[config.mk]
export PLATFORM = sky130hd
export DESIGN_NAME = umh_device_flat
export DESIGN_NICKNAME = d
export VERILOG_FILES = /design/src/umh_pkg.sv /design/src/umh_bus_if.sv /design/src/umh_device.sv /design/src/flat_wrapper.sv
export SDC_FILE = /design/constraint.sdc
export NUM_CORES = 1
export LEC_CHECK = 0
export BUFFER_PORTS_ARGS = -buffer_cell sky130_fd_sc_hd__buf_2
export CORE_MARGIN = 5
export CORE_UTILIZATION = 40
export CTS_BUF_LIST = sky130_fd_sc_hd__clkbuf_8 sky130_fd_sc_hd__clkbuf_16
export DETAILED_ROUTE_END_ITERATION = 7
export PLACE_DENSITY_LB_ADDON = 0.2
export SYNTH_ARGS = -nofsm -noshare
export SYNTH_HDL_FRONTEND = slang
export SYNTH_SLANG_ARGS = --single-unit
[constraint.sdc]
create_clock -name clk -period 2.81 [get_ports clk]
set_input_delay 0 -clock clk [delete_from_list [all_inputs] [get_ports clk]]
set_output_delay 0 -clock clk [all_outputs]
set_load 0.01 [all_outputs]
[src/umh_pkg.sv]
`default_nettype none
package umh_pkg;
  // ==========================================
  // Bus shape
  localparam int ADDR_W = 3;
  localparam int DATA_W = 8;

  // ==========================================
  // Register indices (three address bits)
  localparam logic [2:0] REG_DATA = 3'h0; // Read: receive byte, write: transmit hold
  localparam logic [2:0] REG_IEN = 3'h1; // interrupt_enable_reg
  localparam logic [2:0] REG_EFR = 3'h2; // enhanced_feature_reg
  localparam logic [2:0] REG_IID = 3'h3; // Interrupt identity, read only
  localparam logic [2:0] REG_MCR = 3'h4; // modem_control_reg
  localparam logic [2:0] REG_LSR = 3'h5; // Line status, read only
  localparam logic [2:0] REG_MSR = 3'h6; // modem_status_reg, read only
  localparam logic [2:0] REG_XCR = 3'h7; // Extra control

  // ==========================================
  // Field positions
  localparam int MCR_DTR = 0;
  localparam int MCR_RTS = 1;
  localparam int MCR_IRQEN = 3;
  localparam int MCR_LOOP = 4;
  localparam int EFR_ARTS = 6;
  localparam int EFR_ACTS = 7;
  localparam int XCR_RS485 = 0;
  localparam int LSR_DR = 0;
  localparam int LSR_ERR = 1;
  localparam int LSR_THRE = 5;
  localparam int IEN_W = 4; // rx avail, thr empty, line error, modem
  localparam int MODEM_W = 4; // cts, dsr, ri, cd
  localparam int MSR_RI = 2;

  // ==========================================
  // Reset values and identity codes
  localparam logic [7:0] REG_RST = 8'h00;
  localparam logic [3:0] NIBBLE_RST = 4'h0;
  localparam logic [7:0] IID_NONE = 8'h01;
  localparam logic [7:0] IID_LINE = 8'h06;
  localparam logic [7:0] IID_RXAV = 8'h04;
  localparam logic [7:0] IID_THRE = 8'h02;
  localparam logic [7:0] IID_MODEM = 8'h00;

  // ==========================================
  // Host strobe timing
  localparam int CLK_NS = 10;
  localparam int STROBE_NS = 40;
  localparam int STROBE_CYC = (STROBE_NS + CLK_NS - 1) / CLK_NS;
  localparam logic [3:0] STROBE_LAST = 4'(STROBE_CYC - 1);
  localparam logic [3:0] CNT_ZERO = 4'h0;
  localparam logic [3:0] CNT_ONE = 4'h1;

  typedef enum logic [1:0] {
    HST_IDLE = 2'b00,
    HST_SETUP = 2'b01,
    HST_STROBE = 2'b10,
    HST_HOLD = 2'b11
  } umh_hstate_e;
endpackage
`default_nettype wire

[src/umh_bus_if.sv]
`timescale 1ns/10ps
`default_nettype none
interface umh_bus_if import umh_pkg::*; ();
  // ==========================================
  // Parallel host bus, data split into two driven halves
  logic selN;
  logic rdN;
  logic wrN;
  logic resetPin;
  logic [ADDR_W-1:0] addr;
  logic [DATA_W-1:0] hostData;
  logic hostDataOe;
  logic [DATA_W-1:0] devData;
  logic devDataOe;

  modport dev (
    input selN, rdN, wrN, resetPin, addr, hostData, hostDataOe,
    output devData, devDataOe
  );
  modport host (
    output selN, rdN, wrN, resetPin, addr, hostData, hostDataOe,
    input devData, devDataOe
  );
endinterface
`default_nettype wire

[src/umh_device.sv]
`timescale 1ns/10ps
`default_nettype none
// How it works
// - MODEM_CONTROL_REG bit 0 set drives terminal-ready low
// - Terminal-ready high after reset
// - RS-485 mode: terminal-ready is driver direction
// - IRQ needs bit 3, enable and condition
// - Sources: errors, rx data, thr empty, modem
// - IRQ output tri-stated after reset
// - Read strobe low drives selected register out
// - Write strobe low loads selected register
// - Bit 3 drives IRQ, user output low
// - User output high after reset
// - Reset pin clears registers and outputs
// - Serial tx and rx disabled during reset
// - Ring rising edge raises modem interrupt
// - Ring level readable in modem status
// - MODEM_CONTROL_REG bit 1 drives request-to-send low
// - Request-to-send high after reset
// - Auto RTS flow only with ENHANCED_FEATURE_REG bit 6
// - Loopback ignores rx pin, feeds tx back
// - Line driver holds rx high when idle
// - Modem drives data-set-ready low when ready
// - CTS gates tx only with ENHANCED_FEATURE_REG bit 7
// - Only a selected channel answers strobes
module umh_device import umh_pkg::*; (
  // Clock and reset
  input wire logic clk,
  input wire logic rst_b,
  input wire logic ce,
  // Bus from the host
  umh_bus_if.dev bus,
  // Modem and serial pins, active low where named so
  input wire logic ctsN,
  input wire logic dsrN,
  input wire logic riN,
  input wire logic cdN,
  input wire logic serial_rx_in,
  output logic serialTxOut,
  output logic dtrN,
  output logic rtsN,
  output logic user_output_n,
  output logic channel_irq_out,
  output logic channelIrqOe,
  // Transmitter and receiver side of the channel
  input wire logic txSerial,
  input wire logic txBusy,
  input wire logic txTake,
  input wire logic rxAvail,
  input wire logic rxRoom,
  input wire logic rxErr,
  input wire logic [DATA_W-1:0] rxByte,
  output logic rxLine,
  output logic txAllowed,
  output logic txHoldFull,
  output logic [DATA_W-1:0] txHoldByte
);
  // ==========================================
  // Pin synchronisers: {rx, cd, ri, dsr, cts}
  logic [MODEM_W:0] pinMeta_q;
  logic [MODEM_W:0] pinSync_q;

  // Pins come from outside the clock domain, two flops first
  always_ff @(posedge clk or negedge rst_b) begin
    if (!rst_b) begin
      pinMeta_q <= '1;
      pinSync_q <= '1;
    end else if (ce) begin
      pinMeta_q <= {serial_rx_in, cdN, riN, dsrN, ctsN};
      pinSync_q <= pinMeta_q;
    end
  end

  // Active-high modem levels, bit order cts, dsr, ri, cd
  wire [MODEM_W-1:0] modemNow = ~pinSync_q[MODEM_W-1:0];
  wire rxPin = pinSync_q[MODEM_W];

  // ==========================================
  // Bus decode
  logic rdPrev_q;
  logic wrPrev_q;

  // Strobes count only while this channel is selected
  wire selected = !bus.selN;
  wire rdNow = selected & !bus.rdN;
  wire wrNow = selected & !bus.wrN;
  wire rdStart = rdNow & !rdPrev_q;
  wire wrStart = wrNow & !wrPrev_q;
  wire chipRst = bus.resetPin;

  // One decoder for both access kinds, used for every register a strobe acts on
  function automatic logic hit(input logic start, input logic [2:0] a,
                               input logic [2:0] idx);
    hit = start & (a == idx);
  endfunction

  wire wrThr = hit(wrStart, bus.addr, REG_DATA);
  wire wrIen = hit(wrStart, bus.addr, REG_IEN);
  wire wrEfr = hit(wrStart, bus.addr, REG_EFR);
  wire wrMcr = hit(wrStart, bus.addr, REG_MCR);
  wire wrXcr = hit(wrStart, bus.addr, REG_XCR);
  wire rdLsr = hit(rdStart, bus.addr, REG_LSR);
  wire rdMsr = hit(rdStart, bus.addr, REG_MSR);

  // Edge history so a long strobe acts only once
  always_ff @(posedge clk or negedge rst_b) begin
    if (!rst_b) begin
      rdPrev_q <= 1'b0;
      wrPrev_q <= 1'b0;
    end else if (ce) begin
      rdPrev_q <= rdNow;
      wrPrev_q <= wrNow;
    end
  end

  // ==========================================
  // Software registers
  logic [IEN_W-1:0] ien_q;
  logic [DATA_W-1:0] efr_q;
  logic [DATA_W-1:0] mcr_q;
  logic [DATA_W-1:0] xcr_q;
  logic [DATA_W-1:0] thr_q;

  // Reset pin returns every register to its reset value
  always_ff @(posedge clk or negedge rst_b) begin
    if (!rst_b) begin
      ien_q <= NIBBLE_RST;
      efr_q <= REG_RST;
      mcr_q <= REG_RST;
      xcr_q <= REG_RST;
      thr_q <= REG_RST;
    end else if (ce) begin
      if (chipRst) begin
        ien_q <= NIBBLE_RST;
        efr_q <= REG_RST;
        mcr_q <= REG_RST;
        xcr_q <= REG_RST;
        thr_q <= REG_RST;
      end else begin
        if (wrIen) ien_q <= bus.hostData[IEN_W-1:0];
        if (wrEfr) efr_q <= bus.hostData;
        if (wrMcr) mcr_q <= bus.hostData;
        if (wrXcr) xcr_q <= bus.hostData;
        if (wrThr) thr_q <= bus.hostData;
      end
    end
  end

  // ==========================================
  // Event flags
  logic [MODEM_W-1:0] modemPrev_q;
  logic [MODEM_W-1:0] msrDelta_q;
  logic lsrErr_q;
  logic thrFull_q;

  // Any level change flags a delta; ring only on pin low-to-high
  wire [MODEM_W-1:0] modemChg = modemNow ^ modemPrev_q;
  wire riRise = modemPrev_q[MSR_RI] & !modemNow[MSR_RI];
  wire [MODEM_W-1:0] msrSet = {modemChg[3], riRise, modemChg[1:0]};

  // Hardware set beats a clear in the same cycle, so no event is lost
  always_ff @(posedge clk or negedge rst_b) begin
    if (!rst_b) begin
      modemPrev_q <= NIBBLE_RST;
      msrDelta_q <= NIBBLE_RST;
      lsrErr_q <= 1'b0;
      thrFull_q <= 1'b0;
    end else if (ce) begin
      modemPrev_q <= modemNow;
      if (chipRst) begin
        msrDelta_q <= NIBBLE_RST;
        lsrErr_q <= 1'b0;
        thrFull_q <= 1'b0;
      end else begin
        msrDelta_q <= (msrDelta_q & ~{MODEM_W{rdMsr}}) | msrSet;
        lsrErr_q <= (lsrErr_q & !rdLsr) | rxErr;
        thrFull_q <= (thrFull_q | wrThr) & !txTake;
      end
    end
  end

  // ==========================================
  // Interrupt and read-back views
  wire [IEN_W-1:0] srcVec = {|msrDelta_q, lsrErr_q, !thrFull_q, rxAvail};
  wire [IEN_W-1:0] srcOn = srcVec & ien_q;
  wire irqCond = |srcOn;
  wire irqEn = mcr_q[MCR_IRQEN];

  // Highest pending source wins: line error, rx data, thr empty, modem
  wire [DATA_W-1:0] iidView = srcOn[2] ? IID_LINE :
                              srcOn[0] ? IID_RXAV :
                              srcOn[1] ? IID_THRE :
                              srcOn[3] ? IID_MODEM : IID_NONE;
  wire [DATA_W-1:0] msrView = {modemNow, msrDelta_q};
  logic [DATA_W-1:0] lsrView;
  logic [DATA_W-1:0] regView [8];

  // Line status bits gathered; unused bits read as zero
  always_comb begin
    lsrView = REG_RST;
    lsrView[LSR_DR] = rxAvail;
    lsrView[LSR_ERR] = lsrErr_q;
    lsrView[LSR_THRE] = !thrFull_q;
  end

  // Read map indexed by the three address bits
  assign regView[REG_DATA] = rxByte;
  assign regView[REG_IEN] = {{(DATA_W-IEN_W){1'b0}}, ien_q};
  assign regView[REG_EFR] = efr_q;
  assign regView[REG_IID] = iidView;
  assign regView[REG_MCR] = mcr_q;
  assign regView[REG_LSR] = lsrView;
  assign regView[REG_MSR] = msrView;
  assign regView[REG_XCR] = xcr_q;
  wire [DATA_W-1:0] readVal = regView[bus.addr];

  // ==========================================
  // Pin drive decisions
  wire loopOn = mcr_q[MCR_LOOP];
  wire autoRts = efr_q[EFR_ARTS];
  wire rs485On = xcr_q[XCR_RS485];

  // RS-485 turns terminal-ready into the driver enable while sending
  wire dtrLow = rs485On ? txBusy : mcr_q[MCR_DTR];
  // Auto RTS also drops the request when the receiver has no room
  wire rtsLow = mcr_q[MCR_RTS] & (!autoRts | rxRoom);
  wire ctsOk = !efr_q[EFR_ACTS] | modemNow[0];
  // Idle line assumed high on the pin when nothing is received
  wire rxPick = loopOn ? txSerial : rxPin;

  // Value caught once at strobe start: read-to-clear flags must not vanish mid-read
  always_ff @(posedge clk or negedge rst_b) begin
    if (!rst_b) begin
      bus.devData <= REG_RST;
      bus.devDataOe <= 1'b0;
    end else if (ce) begin
      bus.devDataOe <= rdNow & !chipRst;
      if (rdStart) bus.devData <= readVal;
    end
  end

  // Modem and interrupt pins, all from flops
  always_ff @(posedge clk or negedge rst_b) begin
    if (!rst_b) begin
      dtrN <= 1'b1;
      rtsN <= 1'b1;
      user_output_n <= 1'b1;
      channel_irq_out <= 1'b0;
      channelIrqOe <= 1'b0;
    end else if (ce) begin
      dtrN <= chipRst | !dtrLow;
      rtsN <= chipRst | !rtsLow;
      user_output_n <= chipRst | !irqEn;
      channel_irq_out <= !chipRst & irqEn & irqCond;
      channelIrqOe <= !chipRst & irqEn;
    end
  end

  // Serial path; reset parks both lines at the idle mark
  always_ff @(posedge clk or negedge rst_b) begin
    if (!rst_b) begin
      serialTxOut <= 1'b1;
      rxLine <= 1'b1;
      txAllowed <= 1'b0;
      txHoldFull <= 1'b0;
      txHoldByte <= REG_RST;
    end else if (ce) begin
      serialTxOut <= chipRst | loopOn | txSerial;
      rxLine <= chipRst | rxPick;
      txAllowed <= !chipRst & ctsOk;
      txHoldFull <= thrFull_q;
      txHoldByte <= thr_q;
    end
  end
endmodule
`default_nettype wire

[src/flat_wrapper.sv]
// flat-port wrapper written by rule: the top's interface ports become plain ports
module umh_device_flat import umh_pkg::*;
  (clk, rst_b, ce, ctsN, dsrN, riN, cdN, serial_rx_in, serialTxOut, dtrN, rtsN, user_output_n, channel_irq_out, channelIrqOe, txSerial, txBusy, txTake, rxAvail, rxRoom, rxErr, rxByte, rxLine, txAllowed, txHoldFull, txHoldByte, bus_selN, bus_rdN, bus_wrN, bus_resetPin, bus_addr, bus_hostData, bus_hostDataOe, bus_devData, bus_devDataOe);
  umh_bus_if bus_i ();
  input wire logic clk;
  input wire logic rst_b;
  input wire logic ce;
  input wire logic ctsN;
  input wire logic dsrN;
  input wire logic riN;
  input wire logic cdN;
  input wire logic serial_rx_in;
  output logic serialTxOut;
  output logic dtrN;
  output logic rtsN;
  output logic user_output_n;
  output logic channel_irq_out;
  output logic channelIrqOe;
  input wire logic txSerial;
  input wire logic txBusy;
  input wire logic txTake;
  input wire logic rxAvail;
  input wire logic rxRoom;
  input wire logic rxErr;
  input wire logic [DATA_W-1:0] rxByte;
  output logic rxLine;
  output logic txAllowed;
  output logic txHoldFull;
  output logic [DATA_W-1:0] txHoldByte;
  input wire logic [$bits(bus_i.selN)-1:0] bus_selN;
  input wire logic [$bits(bus_i.rdN)-1:0] bus_rdN;
  input wire logic [$bits(bus_i.wrN)-1:0] bus_wrN;
  input wire logic [$bits(bus_i.resetPin)-1:0] bus_resetPin;
  input wire logic [$bits(bus_i.addr)-1:0] bus_addr;
  input wire logic [$bits(bus_i.hostData)-1:0] bus_hostData;
  input wire logic [$bits(bus_i.hostDataOe)-1:0] bus_hostDataOe;
  output wire logic [$bits(bus_i.devData)-1:0] bus_devData;
  output wire logic [$bits(bus_i.devDataOe)-1:0] bus_devDataOe;
  assign bus_i.selN = bus_selN;
  assign bus_i.rdN = bus_rdN;
  assign bus_i.wrN = bus_wrN;
  assign bus_i.resetPin = bus_resetPin;
  assign bus_i.addr = bus_addr;
  assign bus_i.hostData = bus_hostData;
  assign bus_i.hostDataOe = bus_hostDataOe;
  assign bus_devData = bus_i.devData;
  assign bus_devDataOe = bus_i.devDataOe;
  umh_device u_core (.clk(clk), .rst_b(rst_b), .ce(ce), .bus(bus_i), .ctsN(ctsN), .dsrN(dsrN), .riN(riN), .cdN(cdN), .serial_rx_in(serial_rx_in), .serialTxOut(serialTxOut), .dtrN(dtrN), .rtsN(rtsN), .user_output_n(user_output_n), .channel_irq_out(channel_irq_out), .channelIrqOe(channelIrqOe), .txSerial(txSerial), .txBusy(txBusy), .txTake(txTake), .rxAvail(rxAvail), .rxRoom(rxRoom), .rxErr(rxErr), .rxByte(rxByte), .rxLine(rxLine), .txAllowed(txAllowed), .txHoldFull(txHoldFull), .txHoldByte(txHoldByte));
endmodule
* Word-level counts from Yosys, hierarchy flattened *
Index checks and enable logic that the tools add are counted.

cells by class
  equal/unequal tests = 6
  reductions and logical operators = 29
  mux-type cells = 22
  magnitude comparators = 1
  bitwise operators = 36

operators by type and width
  cell                                            count
  two-way mux 8 bit                               13
  binary-select mux 8 bit (select 3 bit)          1
  bitwise AND 1 bit                               19
  logical NOT 1 bit                               15
  == test 3 bit (second input constant)           4
  two-way mux 4 bit                               3
  AND reduction 2 bit                             6
  bitwise OR 1 bit                                10
  nonzero test 2 bit                              5
  bitwise AND 4 bit                               2
  NOT 4 bit                                       2
  OR reduction 4 bit                              2
  two-way mux 1 bit                               5
  >= comparator 4 bit (second input constant)     1
  NOT 3 -> 4 bit                                  1
  bitwise OR 4 bit                                1
  XOR 4 bit                                       1
  == test 3 x 1 -> 1 bit (second input constant)  1
  == test 3 x 2 -> 1 bit (second input constant)  1
  logical NOT 3 bit                               1

storage, ports and cells
  logic and storage cells = 119
  output and inout port bits = 26
  flip-flop bits (word level) = 84
  input bits = 38

* Depth between registers and ports, before layout *
Gate-level depths: netlist of run 1.

  depth in word-level cells = 9
  mapped depth = 6
  gate-level depth less buffers = 4

* Worst setup path after synthesis of run 1 *
Ideal clock, no wire load.

  kind = register to register
  start point = register u_core.wrPrev_q
  end point = register u_core.efr_q[0]
  cell stages (with the launch flop) = 5
  data required time = 2689 ps
  buffers on the path = 0
  clock period less this slack = 1571 ps
  slack = 1239 ps
  data arrival time = 1450 ps
  setup time = 121 ps
  cell sequence = dfrtp_1 -> or4b_4 -> nor4_4 -> nor2_1 -> a22o_1

between the ends
  longest elaborated chain between the ends = 5

RTL lines
  element                        line               RTL
  from (decl)                    umh_device.sv:81   logic wrPrev_q;
  from (signal assigned)         umh_device.sv:112  wrPrev_q <= wrNow;
  logical NOT 1 bit              umh_device.sv:88   wire wrStart = wrNow & !wrPrev_q;
  bitwise AND 1 bit              umh_device.sv:88
  bitwise AND 1 bit              umh_device.sv:94   hit = start & (a == idx);
  nonzero test 2 bit (no line)   -
  AND reduction 2 bit (no line)  -
  to (signal assigned)           umh_device.sv:141  if (wrEfr) efr_q <= bus.hostData;
  to (decl)                      umh_device.sv:119  logic [DATA_W-1:0] efr_q;

No other way between the ends.
A chain may end at the register's enable or synchronous reset.

* Worst setup path after layout of run 1 *
  start point = register u_core.wrPrev_q
  end point = register u_core.thr_q[7]

between the ends
  longest elaborated chain between the ends = 5

RTL lines
  element                        line               RTL
  logical NOT 1 bit              umh_device.sv:88
  bitwise AND 1 bit              umh_device.sv:88
  bitwise AND 1 bit              umh_device.sv:94
  nonzero test 2 bit (no line)   -
  AND reduction 2 bit (no line)  -
  to (signal assigned)           umh_device.sv:144  if (wrThr) thr_q <= bus.hostData;
  to (decl)                      umh_device.sv:122  logic [DATA_W-1:0] thr_q;

No other way between the ends.

==> metrics.txt, run 1 <==
crit path DAT 2.11 ns; PnR Total Power 2.737 mW; first-pass GRT wire length 15,590 um; antenna viol nets, final 0; Worst path top cell family by delay simple AND/OR/NAND/NOR gates; RSZ-0062 raised after global routing no; syn_area_per_cell 12.11 sq um; Max clock buf depth 2; PortBufs 62; final setup TNS 0 ns; Post CTS Setup Buffer Count 0; Hold Path Depth 3; final worst path period need 1.887 ns; largest net degree at the start of global routing 85; setup violators final 0; Least-Margin Pin Slew 1.057 ns; Finished Cell Area 4643 sq um; CP Buf/Inv Count 0; Layout Area Growth over Synthesis 21.35%; CTS buffer count 9; reg2reg path depth 4; Yosys cell types 46; Overall Global Routing Usage 17.54%; global route overflow 0; slowest CP cell and3_1; final std cells w/o fill 526; ys flop type dfrtp_1; Synth Warn # 0; Worst EP required 3.03 ns; reg2reg end u_core.thr_q[7]$_DFFE_PN0P_; chip width 107.8 um; post-synthesis cell area 3826 sq um; flops & latches, synth 84; Cells after DPL 489; placed cell area 4234 sq um; # fillers 875; Initial Utilization 41.21%; post-DR vias/cell 5.432; initial antenna violation count 0; status completed; Static Leak 2.062 nW; Inserted Diodes 0; Hold EP u_core.bus.devDataOe$_DFFE_PN0P_; crit path cell chain nor4b_2 -> and3_1 -> mux2i_1 -> o2bb2ai_1; Max Freq 529.9 MHz; CTS clk-pin slew, worst paths 0.08 ns; Seq/Total Area, Yosys 55.43%; wire per inst 18.47 um; root buffer cell clkbuf_8; syn_nets 354; H-tree lvl count 3; Critical Path End Type flop; worst reg2reg setup slack 0.92 ns; Place WS 0.9286 ns; total number of vias 2,857; Nets 430; Slew headroom 29.56%; post-synthesis async set-or-reset flop share 100.0%; residual DRC count 0; Worst-Skew Late Latency 0.36 ns; hold_sp bus_rdN; vias in the first global route 2,882; Final Hold Fails 0; WL final 9716 um; die height 107.8 um; max_cap viols 0; most common cell after layout, fill and taps aside dfrtp_1; Synth Instances 316; share of layout cells above drive strength 1 31.99%; clock skew 0.01317 ns; Pwr Density 589.5 nW/um^2; IR drop worst, VDD 0.2070 mV; iteration-0 DRC count of the detailed router 175; Tcrit/Tclk final 67.16%; reg2reg start u_core.wrPrev_q$_DFFE_PN0P_; CTS sink cnt 84; Post-synth EDFFs 0; commonest non-fill, non-tap cells in the layout 69 x dfrtp_1, 61 x buf_2, 29 x a22o_1, 22 x mux2_2; total die area 11,620 sq um; worst hold path class input pin to flop; CP max stage delay 0.62 ns; final worst setup slack 0.9227 ns; post-DP HPWL 6606 um; row count 35; crit path max fanout 9; startpoint types flop; type of the worst setup path flop to flop; DR pass1 iterations 5; core area 9284 sq um; GP Congestion 0.8748; TritonCTS clock tree built; Max Slew Vio Count 0; I/O pins 64
timing repair:
item | CTS | global route
hold buffers | 21 | 0
resized for setup | 0 | 0
setup endpoints to repair | 0 | 0
endpoints found under the hold margin | 109 | 0
cells in the mapped netlist (all sizes together), types with 2 or more instances:
| library cell | n | area, sq um |
|---|---|---|
| nand2 | 18 | 67.56 |
| mux2 | 22 | 247.7 |
| buf | 10 | 50.04 |
| nand3 | 5 | 25.02 |
| o21a | 2 | 15.01 |
| o21ai | 17 | 85.08 |
| nand2b | 4 | 25.02 |
| and3 | 3 | 18.77 |
| nor4b | 3 | 32.53 |
| a21oi | 7 | 35.03 |
| xnor2 | 3 | 26.28 |
| nor3 | 5 | 35.03 |
| dfrtp | 69 | 1727 |
| mux4 | 3 | 67.56 |
| a31oi | 5 | 31.28 |
| or3 | 2 | 12.51 |
| dfstp | 15 | 394.1 |
| inv | 8 | 30.03 |
| nor2 | 17 | 63.81 |
| o2bb2ai | 12 | 105.1 |
| a211oi | 2 | 15.01 |
| mux2i | 21 | 210.2 |
| clkbuf | 10 | 37.54 |
| nor4 | 2 | 42.54 |
| nor2b | 4 | 25.02 |
| a22o | 29 | 254.0 |
| o22ai | 4 | 25.02 |
worst reg2reg max path, cell delays in order, from the launching register on:
cell	delay, ns
dfrtp_1	0.41
nor4b_2	0.40
and3_1	0.62
mux2i_1	0.25
o2bb2ai_1	0.09
worst max-delay path by stage:
stage | end | depth (start not counted) | startpoint | slack [ns]
4_1_cts | u_core.thr_q[6]$_DFFE_PN0P_ | 4 | u_core.wrPrev_q$_DFFE_PN0P_ | 0.93
3_5_place_dp | u_core.thr_q[1]$_DFFE_PN0P_ | 4 | u_core.wrPrev_q$_DFFE_PN0P_ | 0.93
6_report | u_core.thr_q[7]$_DFFE_PN0P_ | 4 | u_core.wrPrev_q$_DFFE_PN0P_ | 0.92
3_3_place_gp | u_core.efr_q[4]$_DFFE_PN0P_ | 5 | bus_addr[1] | 0.98
5_1_grt | u_core.thr_q[6]$_DFFE_PN0P_ | 4 | u_core.wrPrev_q$_DFFE_PN0P_ | 0.79
2_1_floorplan | u_core.efr_q[0]$_DFFE_PN0P_ | 4 | u_core.wrPrev_q$_DFFE_PN0P_ | 1.24
logic make-up after synthesis:
family | count (synthesis) | share of synthesized area, %
XOR/XNOR | 3 | 0.6868
multiplexers | 46 | 13.73
buffers and inverters | 28 | 3.074
AO/OA/AOI/OAI | 89 | 17.30
AND/OR/NAND/NOR | 66 | 9.777
flip-flops | 84 | 55.43
report_power, final:
| part | switching (mW) | total (mW) | internal [mW] | leakage [nW] |
|---|---|---|---|---|
| Combinational | 0.230 | 0.442 | 0.211 | 0.875 |
| Sequential | 0.0946 | 1.45 | 1.36 | 1.08 |
| Clock | 0.426 | 0.845 | 0.420 | 0.108 |
| Total | 0.751 | 2.74 | 1.99 | 2.06 |
layer usage:
metal / routed length (um) / GRT usage (%) / share of wire (%) / up-vias
met1: 4535 / 23.85 / 47 / 1440
met5: 0 / 0 / 0 / -
met3: 438 / 4.319 / 4.5 / 13
met2: 4627 / 28.29 / 48 / 66
li1: - / - / - / 1338
met4: 114 / 4.058 / 1.2 / 0
through the flow:
| step | util (%) | hold slack (ns) |
|---|---|---|
| global placement | 45.61 | 0.2055 |
| detailed placement | 45.61 | 0.2061 |
| finish | 50.01 | 0.01541 |
| CTS | 50.01 | 0.002809 |
| floorplan | - | -0.2956 |
| global route | 50.01 | 0.02542 |
layout make-up:
cell class / instances / area (sq um) / area share (%)
Clock inverter: 5 / 25.02 / 0.5389
Clock buffer: 11 / 173.9 / 3.746
Timing Repair Buffer: 85 / 538.0 / 11.59
Sequential cell: 84 / 2121 / 45.67
Inverter: 8 / 30.03 / 0.6467
Tap cell: 129 / 161.4 / 3.476
Multi-Input combinational cell: 204 / 1594 / 34.33
sequential cells by signal, summed over array words and instances (netlist names), 4 cells and up:
register and flops:
u_core.ien_q 4, u_core.bus.devData 8, u_core.pinMeta_q 5, u_core.modemPrev_q 4, u_core.efr_q 8, u_core.txHoldByte 8, u_core.thr_q 8, u_core.mcr_q 8
u_core.msrDelta_q 4, u_core.pinSync_q 5, u_core.xcr_q 8
No activity file was read; power rests on OpenSTA's default activity.
==> run 2: changes to the inputs <==
--- a/config.mk
+++ b/config.mk
@@ -5,6 +5,7 @@
 export SDC_FILE = /design/constraint.sdc
 export NUM_CORES = 1
 export LEC_CHECK = 0
+export ABC_AREA = 1
 export BUFFER_PORTS_ARGS = -buffer_cell sky130_fd_sc_hd__buf_2
 export CORE_MARGIN = 5
 export CORE_UTILIZATION = 40
==> constraint.sdc (replaced) <==
create_clock -name clk -period 1.55 [get_ports clk]
set_input_delay 0 -clock clk [delete_from_list [all_inputs] [get_ports clk]]
set_output_delay 0 -clock clk [all_outputs]
set_load 0.01 [all_outputs]
==> run 2 against run 1 <==
  * Clock power increased by 100%
  * Global-route usage increased by 1.7 points
  * Combinational power increased by 64%
  * Largest power group unchanged
==> metrics.txt, run 2 <==
status completed (unchanged); Inserted Diodes 0 (unchanged); Final Hold Fails 0 (unchanged); final setup TNS 0 ns (unchanged); reg2reg path depth 7 (was 4); most common cell after layout, fill and taps aside nand2_1 (was dfrtp_1); clock skew 0.01239 ns (was 0.01317 ns); syn_nets 550 (was 354); PortBufs 62 (unchanged); total number of vias 3,563 (was 2,857); crit path capture u_core.mcr_q[4]$_DFFE_PN0P_ (was u_core.thr_q[7]$_DFFE_PN0P_); WL final 10,530 um (was 9716 um); row count 36 (was 35); DR pass1 iterations 5 (unchanged); synth cell count leaders 205 x nand2_1, 69 x dfrtp_1, 43 x inv_1 (was 69 x dfrtp_1, 29 x a22o_1, 22 x mux2_2); post-synthesis cell area 3939 sq um (was 3826 sq um); IR drop worst, VDD 0.3593 mV (was 0.2070 mV); max_cap viols 0 (unchanged); Post-synth EDFFs 0 (unchanged); final hold slack 0.004366 ns (was 0.01541 ns); first-pass GRT wire length 17,650 um (was 15,590 um); Pwr Density 1011 nW/um^2 (was 589.5 nW/um^2); Seq/Total Area, Yosys 53.84% (was 55.43%); Worst EP required 1.84 ns (was 3.03 ns); wire per inst 14.25 um (was 18.47 um); I/O pins 64 (unchanged); # fillers 978 (was 875); reg2reg start u_core.wrPrev_q$_DFFE_PN0P_ (unchanged); Overall Global Routing Usage 19.20% (was 17.54%); Synth Warn # 0 (unchanged); CP startpoint bus_wrN (was u_core.wrPrev_q$_DFFE_PN0P_); crit path cell chain dlygate4sd3_1 -> buf_2 -> nor2_1 -> nand2_2 -> nor2_2 -> nand2_2 -> inv_2 -> nand2_1 -> o21ai_1 (was nor4b_2 -> and3_1 -> mux2i_1 -> o2bb2ai_1); Layout Area Growth over Synthesis 23.73% (was 21.35%); startpoint types input pin (was flop); critical path depth in cells 9 (was 4); worst reg2reg setup slack 0.22 ns (was 0.92 ns); flops & latches, synth 84 (unchanged); Worst path top cell family by delay simple AND/OR/NAND/NOR gates (unchanged); ys flop type dfrtp_1 (unchanged); CP most frequent cell nand2_2; vias in the first global route 3,552 (was 2,882); final worst path period need 1.435 ns; crit path max fanout 8 (was 9); Tcrit/Tclk final 92.55%; residual DRC count 0 (unchanged); initial antenna violation count 0 (unchanged); die height 109.2 um (was 107.8 um); Worst-Skew Late Latency 0.36 ns (about the same); post-DR vias/cell 4.821 (was 5.432); share of layout cells above drive strength 1 21.45% (was 31.99%); iteration-0 DRC count of the detailed router 238 (was 175); largest net degree at the start of global routing 40 (was 85); Critical Path End Type flop (unchanged); Hold Path Depth 5 (was 3); TritonCTS clock tree built (unchanged); chip width 109.2 um (was 107.8 um); top-count cell post-synth nand2_1 (was dfrtp_1); CP Buf/Inv Count 3 (was 0); Max clock buf depth 2 (unchanged); CP max stage delay 0.53 ns (was 0.62 ns); reg2reg end u_core.mcr_q[4]$_DFFE_PN0P_ (was u_core.thr_q[7]$_DFFE_PN0P_); Nets 639 (was 430); Yosys cell types 25 (was 46); Synth Instances 512 (was 316); antenna viol nets, final 0 (unchanged); Yosys top cell by area dfrtp_1 (unchanged); type of the worst setup path input pin to flop (was flop to flop); setup violators final 0 (unchanged); global route overflow 0 (unchanged); Least-Margin Pin Slew 0.5065 ns (was 1.057 ns); root buffer cell clkbuf_8 (unchanged); CTS sink cnt 84 (unchanged); ranking of synthesized cells by area dfrtp_1 44%, nand2_1 20%, dfstp_2 10% (was dfrtp_1 45%, dfstp_2 10%, a22o_1 6.6%); post-DP HPWL 8001 um (was 6606 um); H-tree lvl count 3 (unchanged); syn_area_per_cell 7.693 sq um (was 12.11 sq um); Max Slew Vio Count 0 (unchanged); post-synthesis async set-or-reset flop share 100.0% (unchanged); Initial Utilization 40.67% (was 41.21%); core area 9684 sq um (was 9284 sq um); CTS buffer count 9 (unchanged); slowest CP cell dlygate4sd3_1 (was and3_1); Slew headroom 66.15% (was 29.56%); Static Leak 2.499 nW (was 2.062 nW); worst hold path class input pin to flop (unchanged); total die area 11,930 sq um (was 11,620 sq um); commonest non-fill, non-tap cells in the layout 204 x nand2_1, 69 x dfrtp_1, 61 x buf_2, 44 x inv_1, 37 x nand3_1 (was 69 x dfrtp_1, 61 x buf_2, 29 x a22o_1, 22 x mux2_2); Max Freq 697.1 MHz; CTS clk-pin slew, worst paths 0.09 ns (was 0.08 ns); GP Congestion 0.9506 (was 0.8748); Synth top area share 43.84% (was 45.13%); crit path DAT 1.72 ns (was 2.11 ns); fin util 50.32% (was 50.01%); RSZ-0062 raised after global routing yes (was no)
-- run 2: cell count changes after synthesis, sizes merged, moves of 6 or more --
cell / delta
nand3: +33
mux2: -22
nor2: +26
a22o: -27
o2bb2ai: -12
clkbuf: -6
inv: +44
mux2i: -21
nand2: +189
o21ai: +34
-- run 2: logic make-up after synthesis --
family	Yosys count	share of synthesized area, %
simple gates	296	30.72
flops	84	53.84
buf+inv	68	6.798
compound gates	64	8.641
-- run 2: tightest hold or removal path: stages --
cell and delay (ns):
buf_2 0.10, inv_1 0.05, nor2_1 0.07, nand2_1 0.07
nand2_1 0.05
-- run 2: routing by layer --
layer,wire [um],vias to the layer above,track usage (%)
met5,0,-,0
met4,191,0,7.124
met3,490,14,2.250
met2,5201,86,32.15
met1,4645,1687,25.65
li1,-,1776,-
-- run 2: metrics by stage --
stage | cell area [sq um] | setup WS [ns] | power [mW] | std cells
after floorplan | 3939 | 0.4139 | 2.917 | 512
after global placement | 4452 | 0.3086 | 3.226 | 704
after detailed placement | 4452 | 0.2718 | 3.238 | 704
after CTS | 4858 | 0.1598 | 4.977 | 739
after global routing | 4873 | 0.0004670 | 5.198 | 739
final | 4873 | 0.1155 | 4.929 | 739
-- run 2: final cells by class --
class / instances / area [sq um] / share of cell area, %
multi-input cells: 360 / 1565 / 32.12
well taps: 133 / 166.4 / 3.415
repair buffers: 93 / 605.6 / 12.43
flip-flops and latches: 84 / 2121 / 43.52
clock buffers: 9 / 123.9 / 2.542
inverters: 53 / 198.9 / 4.082
clock inverters: 7 / 92.59 / 1.900
-- run 2: worst min path at each step --
stage / start / endpoint / slack, ns
6_report: bus_hostData[5] / u_core.thr_q[5]$_DFFE_PN0P_ / 0.004
2_1_floorplan: rst_b / u_core.bus.devDataOe$_DFFE_PN0P_ / -0.30
5_1_grt: bus_hostData[4] / u_core.thr_q[4]$_DFFE_PN0P_ / 0.04
3_5_place_dp: rst_b / u_core.txHoldByte[5]$_DFFE_PN0P_ / -0.04
3_3_place_gp: rst_b / u_core.txHoldByte[5]$_DFFE_PN0P_ / -0.04
4_1_cts: bus_hostData[5] / u_core.thr_q[5]$_DFFE_PN0P_ / 0.01
-- run 2: power breakdown --
group / internal, mW / switching [mW] / leakage [nW]
sequential: 2.39 / 0.114 / 1.07
clock: 0.904 / 0.797 / 0.107
combinational: 0.283 / 0.442 / 1.32
-- run 2: what timing repair did --
| item | CTS | global route |
|---|---|---|
| resized for setup | 0 | 3 |
| setup endpoints to repair | 0 | 11 |
| hold endpoints to repair | 95 | 0 |
| hold buffers | 19 | 0 |
| setup buffers | 0 | 0 |
==> run 3: changes to the inputs <==
==> constraint.sdc (replaced) <==
create_clock -name clk -period 1.7 [get_ports clk]
set_input_delay 0 -clock clk [delete_from_list [all_inputs] [get_ports clk]]
set_output_delay 0 -clock clk [all_outputs]
set_load 0.01 [all_outputs]
==> run 3 against run 2 <==
  * Worst hold slack worse by 0.0011 ns
  * Global-route usage up 0.53 points
  * Die area unchanged
  * Sequential cell count unchanged
  * Register-to-register slack better by 0.05 ns
==> metrics.txt, run 3 (same netlist as run 2, synthesis figures left out) <==
Tcrit/Tclk final 87.40%; wire per inst 14.82 um (was 14.25 um); Final Hold Fails 0 (unchanged); CTS sink cnt 84 (unchanged); chip width 109.2 um (unchanged); Inserted Diodes 0 (unchanged); startpoint types input pin (unchanged); crit path cell chain dlygate4sd3_1 -> buf_2 -> nor2_1 -> nand2_2 -> nor2_2 -> nand2_1 -> nand2_2 -> nand2_1 -> nand2_1 (was dlygate4sd3_1 -> buf_2 -> nor2_1 -> nand2_2 -> nor2_2 -> nand2_2 -> inv_2 -> nand2_1 -> o21ai_1); Post CTS Setup Buffer Count 0 (unchanged); total die area 11,930 sq um (unchanged); crit path DAT 1.79 ns (was 1.72 ns); Pwr Density 934.5 nW/um^2 (was 1011 nW/um^2); Worst EP required 2.00 ns (was 1.84 ns); first-pass GRT wire length 17,770 um (was 17,650 um); share of layout cells above drive strength 1 21.17% (was 21.45%); Logic pwr share 14.5% (was 14.7%); total number of vias 3,577 (was 3,563); reg2reg end u_core.thr_q[3]$_DFFE_PN0P_ (was u_core.mcr_q[4]$_DFFE_PN0P_); Nets 633 (was 639); Slew headroom 64.51% (was 66.15%); I/O pins 64 (unchanged); Reg power frac 50.8% (about the same); commonest non-fill, non-tap cells in the layout 204 x nand2_1, 69 x dfrtp_1, 61 x buf_2, 44 x inv_1, 37 x nand3_1 (unchanged); TritonCTS clock tree built (unchanged); Overall Global Routing Usage 19.73% (was 19.20%); Sw Pwr 1.243 mW (was 1.352 mW); CTS buffer count 9 (unchanged); Clock power frac 34.7% (was 34.5%); H-tree lvl count 3 (unchanged); die height 109.2 um (unchanged); RSZ-0062 raised after global routing no (was yes); Net Sw Frac 27.67% (was 27.43%); crit path max fanout 12 (was 8); global route overflow 0 (unchanged); initial antenna violation count 0 (unchanged); Hold EP u_core.mcr_q[5]$_DFFE_PN0P_ (was u_core.thr_q[5]$_DFFE_PN0P_); vias in the first global route 3,514 (was 3,552); PortBufs 62 (unchanged); Layout Area Growth over Synthesis 22.08% (was 23.73%); Worst-Skew Late Latency 0.37 ns (was 0.36 ns); iteration-0 DRC count of the detailed router 173 (was 238); CP most frequent cell nand2_1 (was nand2_2); worst reg2reg setup slack 0.27 ns (was 0.22 ns); WL final 10,860 um (was 10,530 um); row count 36 (unchanged); Critical Path End Type flop (unchanged); hold_sp bus_hostData[5] (unchanged); slowest CP cell dlygate4sd3_1 (unchanged); status completed (unchanged); DR pass1 iterations 4 (was 5); most common cell after layout, fill and taps aside nand2_1 (unchanged); type of the worst setup path input pin to flop (unchanged); largest net degree at the start of global routing 85 (was 40); GP Congestion 0.9083 (was 0.9506); Finished Cell Area 4808 sq um (was 4873 sq um); worst hold path class input pin to flop (unchanged); Static Leak 2.471 nW (was 2.499 nW); Worst path top cell family by delay simple AND/OR/NAND/NOR gates (unchanged); core area 9684 sq um (unchanged); Max clock buf depth 2 (unchanged); reg2reg path depth 7 (unchanged); final worst path period need 1.486 ns; CP Buf/Inv Count 2 (was 3); residual DRC count 0 (unchanged); setup violators final 0 (unchanged); CP max stage delay 0.54 ns (was 0.53 ns); Max Freq 673.0 MHz; Max Slew Vio Count 0 (unchanged); root buffer cell clkbuf_8 (unchanged); fin util 49.65% (was 50.32%); max_cap viols 0 (unchanged); IR drop worst, VDD 0.4825 mV (was 0.3593 mV); CTS clk-pin slew, worst paths 0.08 ns (was 0.09 ns); reg2reg start u_core.wrPrev_q$_DFFE_PN0P_ (unchanged); final setup TNS 0 ns (unchanged); Least-Margin Pin Slew 0.5304 ns (was 0.5065 ns); PnR Total Power 4.493 mW (was 4.929 mW); placed cell area 4429 sq um (was 4452 sq um); post-DR vias/cell 4.880 (was 4.821); post-DP HPWL 8015 um (was 8001 um); clock skew 0.01305 ns (was 0.01239 ns); Cell Int Power 3.250 mW (was 3.577 mW); Initial Utilization 40.67% (unchanged); antenna viol nets, final 0 (unchanged); Hold Path Depth 5 (unchanged)
-- run 3: power groups by stage --
stage                     clock network [mW]  logic (mW)  registers (mW)
final                                   1.56       0.651            2.28
after global routing                    1.67       0.745            2.30
after CTS                               1.59       0.661            2.28
after detailed placement                   0       0.630            2.32
after global placement                     0       0.623            2.32
after floorplan                            0       0.334            2.33
-- run 3: worst reg2reg max path: cells and delay by family, from the launching register on --
kind          cells  cell delay, ns
simple gates      6            0.89
flops             1            0.38
buf+inv           1            0.09
-- run 3: through the flow --
| step | hold slack [ns] | instances | setup WS, ns |
|---|---|---|---|
| after floorplan | -0.2956 | 512 | 0.5639 |
| after global placement | 0.06744 | 701 | 0.3079 |
| after detailed placement | 0.07372 | 701 | 0.2501 |
| after CTS | 0.0004725 | 733 | 0.1516 |
| after global routing | 0.01025 | 733 | 0.05695 |
| final | 0.003271 | 733 | 0.2142 |
-- run 3: per-layer routing --
layer | wire (um) | track usage (%) | up-vias
met5 | 0 | 0 | -
li1 | - | - | 1771
met1 | 4690 | 25.67 | 1698
met4 | 387 | 9.973 | 0
met2 | 5256 | 32.19 | 86
met3 | 526 | 2.724 | 22
-- run 3: how the worst max path moves through the flow --
stage | startpoint | slack (ns) | endpoint | cells after the start
6_report | bus_wrN | 0.21 | u_core.thr_q[3]$_DFFE_PN0P_ | 9
5_1_grt | bus_wrN | 0.06 | u_core.thr_q[3]$_DFFE_PN0P_ | 9
4_1_cts | bus_wrN | 0.15 | u_core.thr_q[3]$_DFFE_PN0P_ | 9
3_5_place_dp | u_core.wrPrev_q$_DFFE_PN0P_ | 0.25 | u_core.thr_q[2]$_DFFE_PN0P_ | 7
3_3_place_gp | u_core.wrPrev_q$_DFFE_PN0P_ | 0.31 | u_core.thr_q[2]$_DFFE_PN0P_ | 7
2_1_floorplan | u_core.wrPrev_q$_DFFE_PN0P_ | 0.56 | u_core.thr_q[1]$_DFFE_PN0P_ | 7
-- run 3: area by class of cell --
class / instances / area, sq um
multi-input cells: 360 / 1553
flip-flops and latches: 84 / 2121
well taps: 133 / 166.4
clock buffers: 9 / 123.9
clock inverters: 7 / 92.59
inverters: 53 / 198.9
repair buffers: 87 / 553.0
fillers: 967 / 4876
-- run 3: repair_timing --
action	CTS	global route
endpoints found under the hold margin	89	0
resized for setup	0	1
hold buffers	16	0
endpoints found under the setup margin	0	1
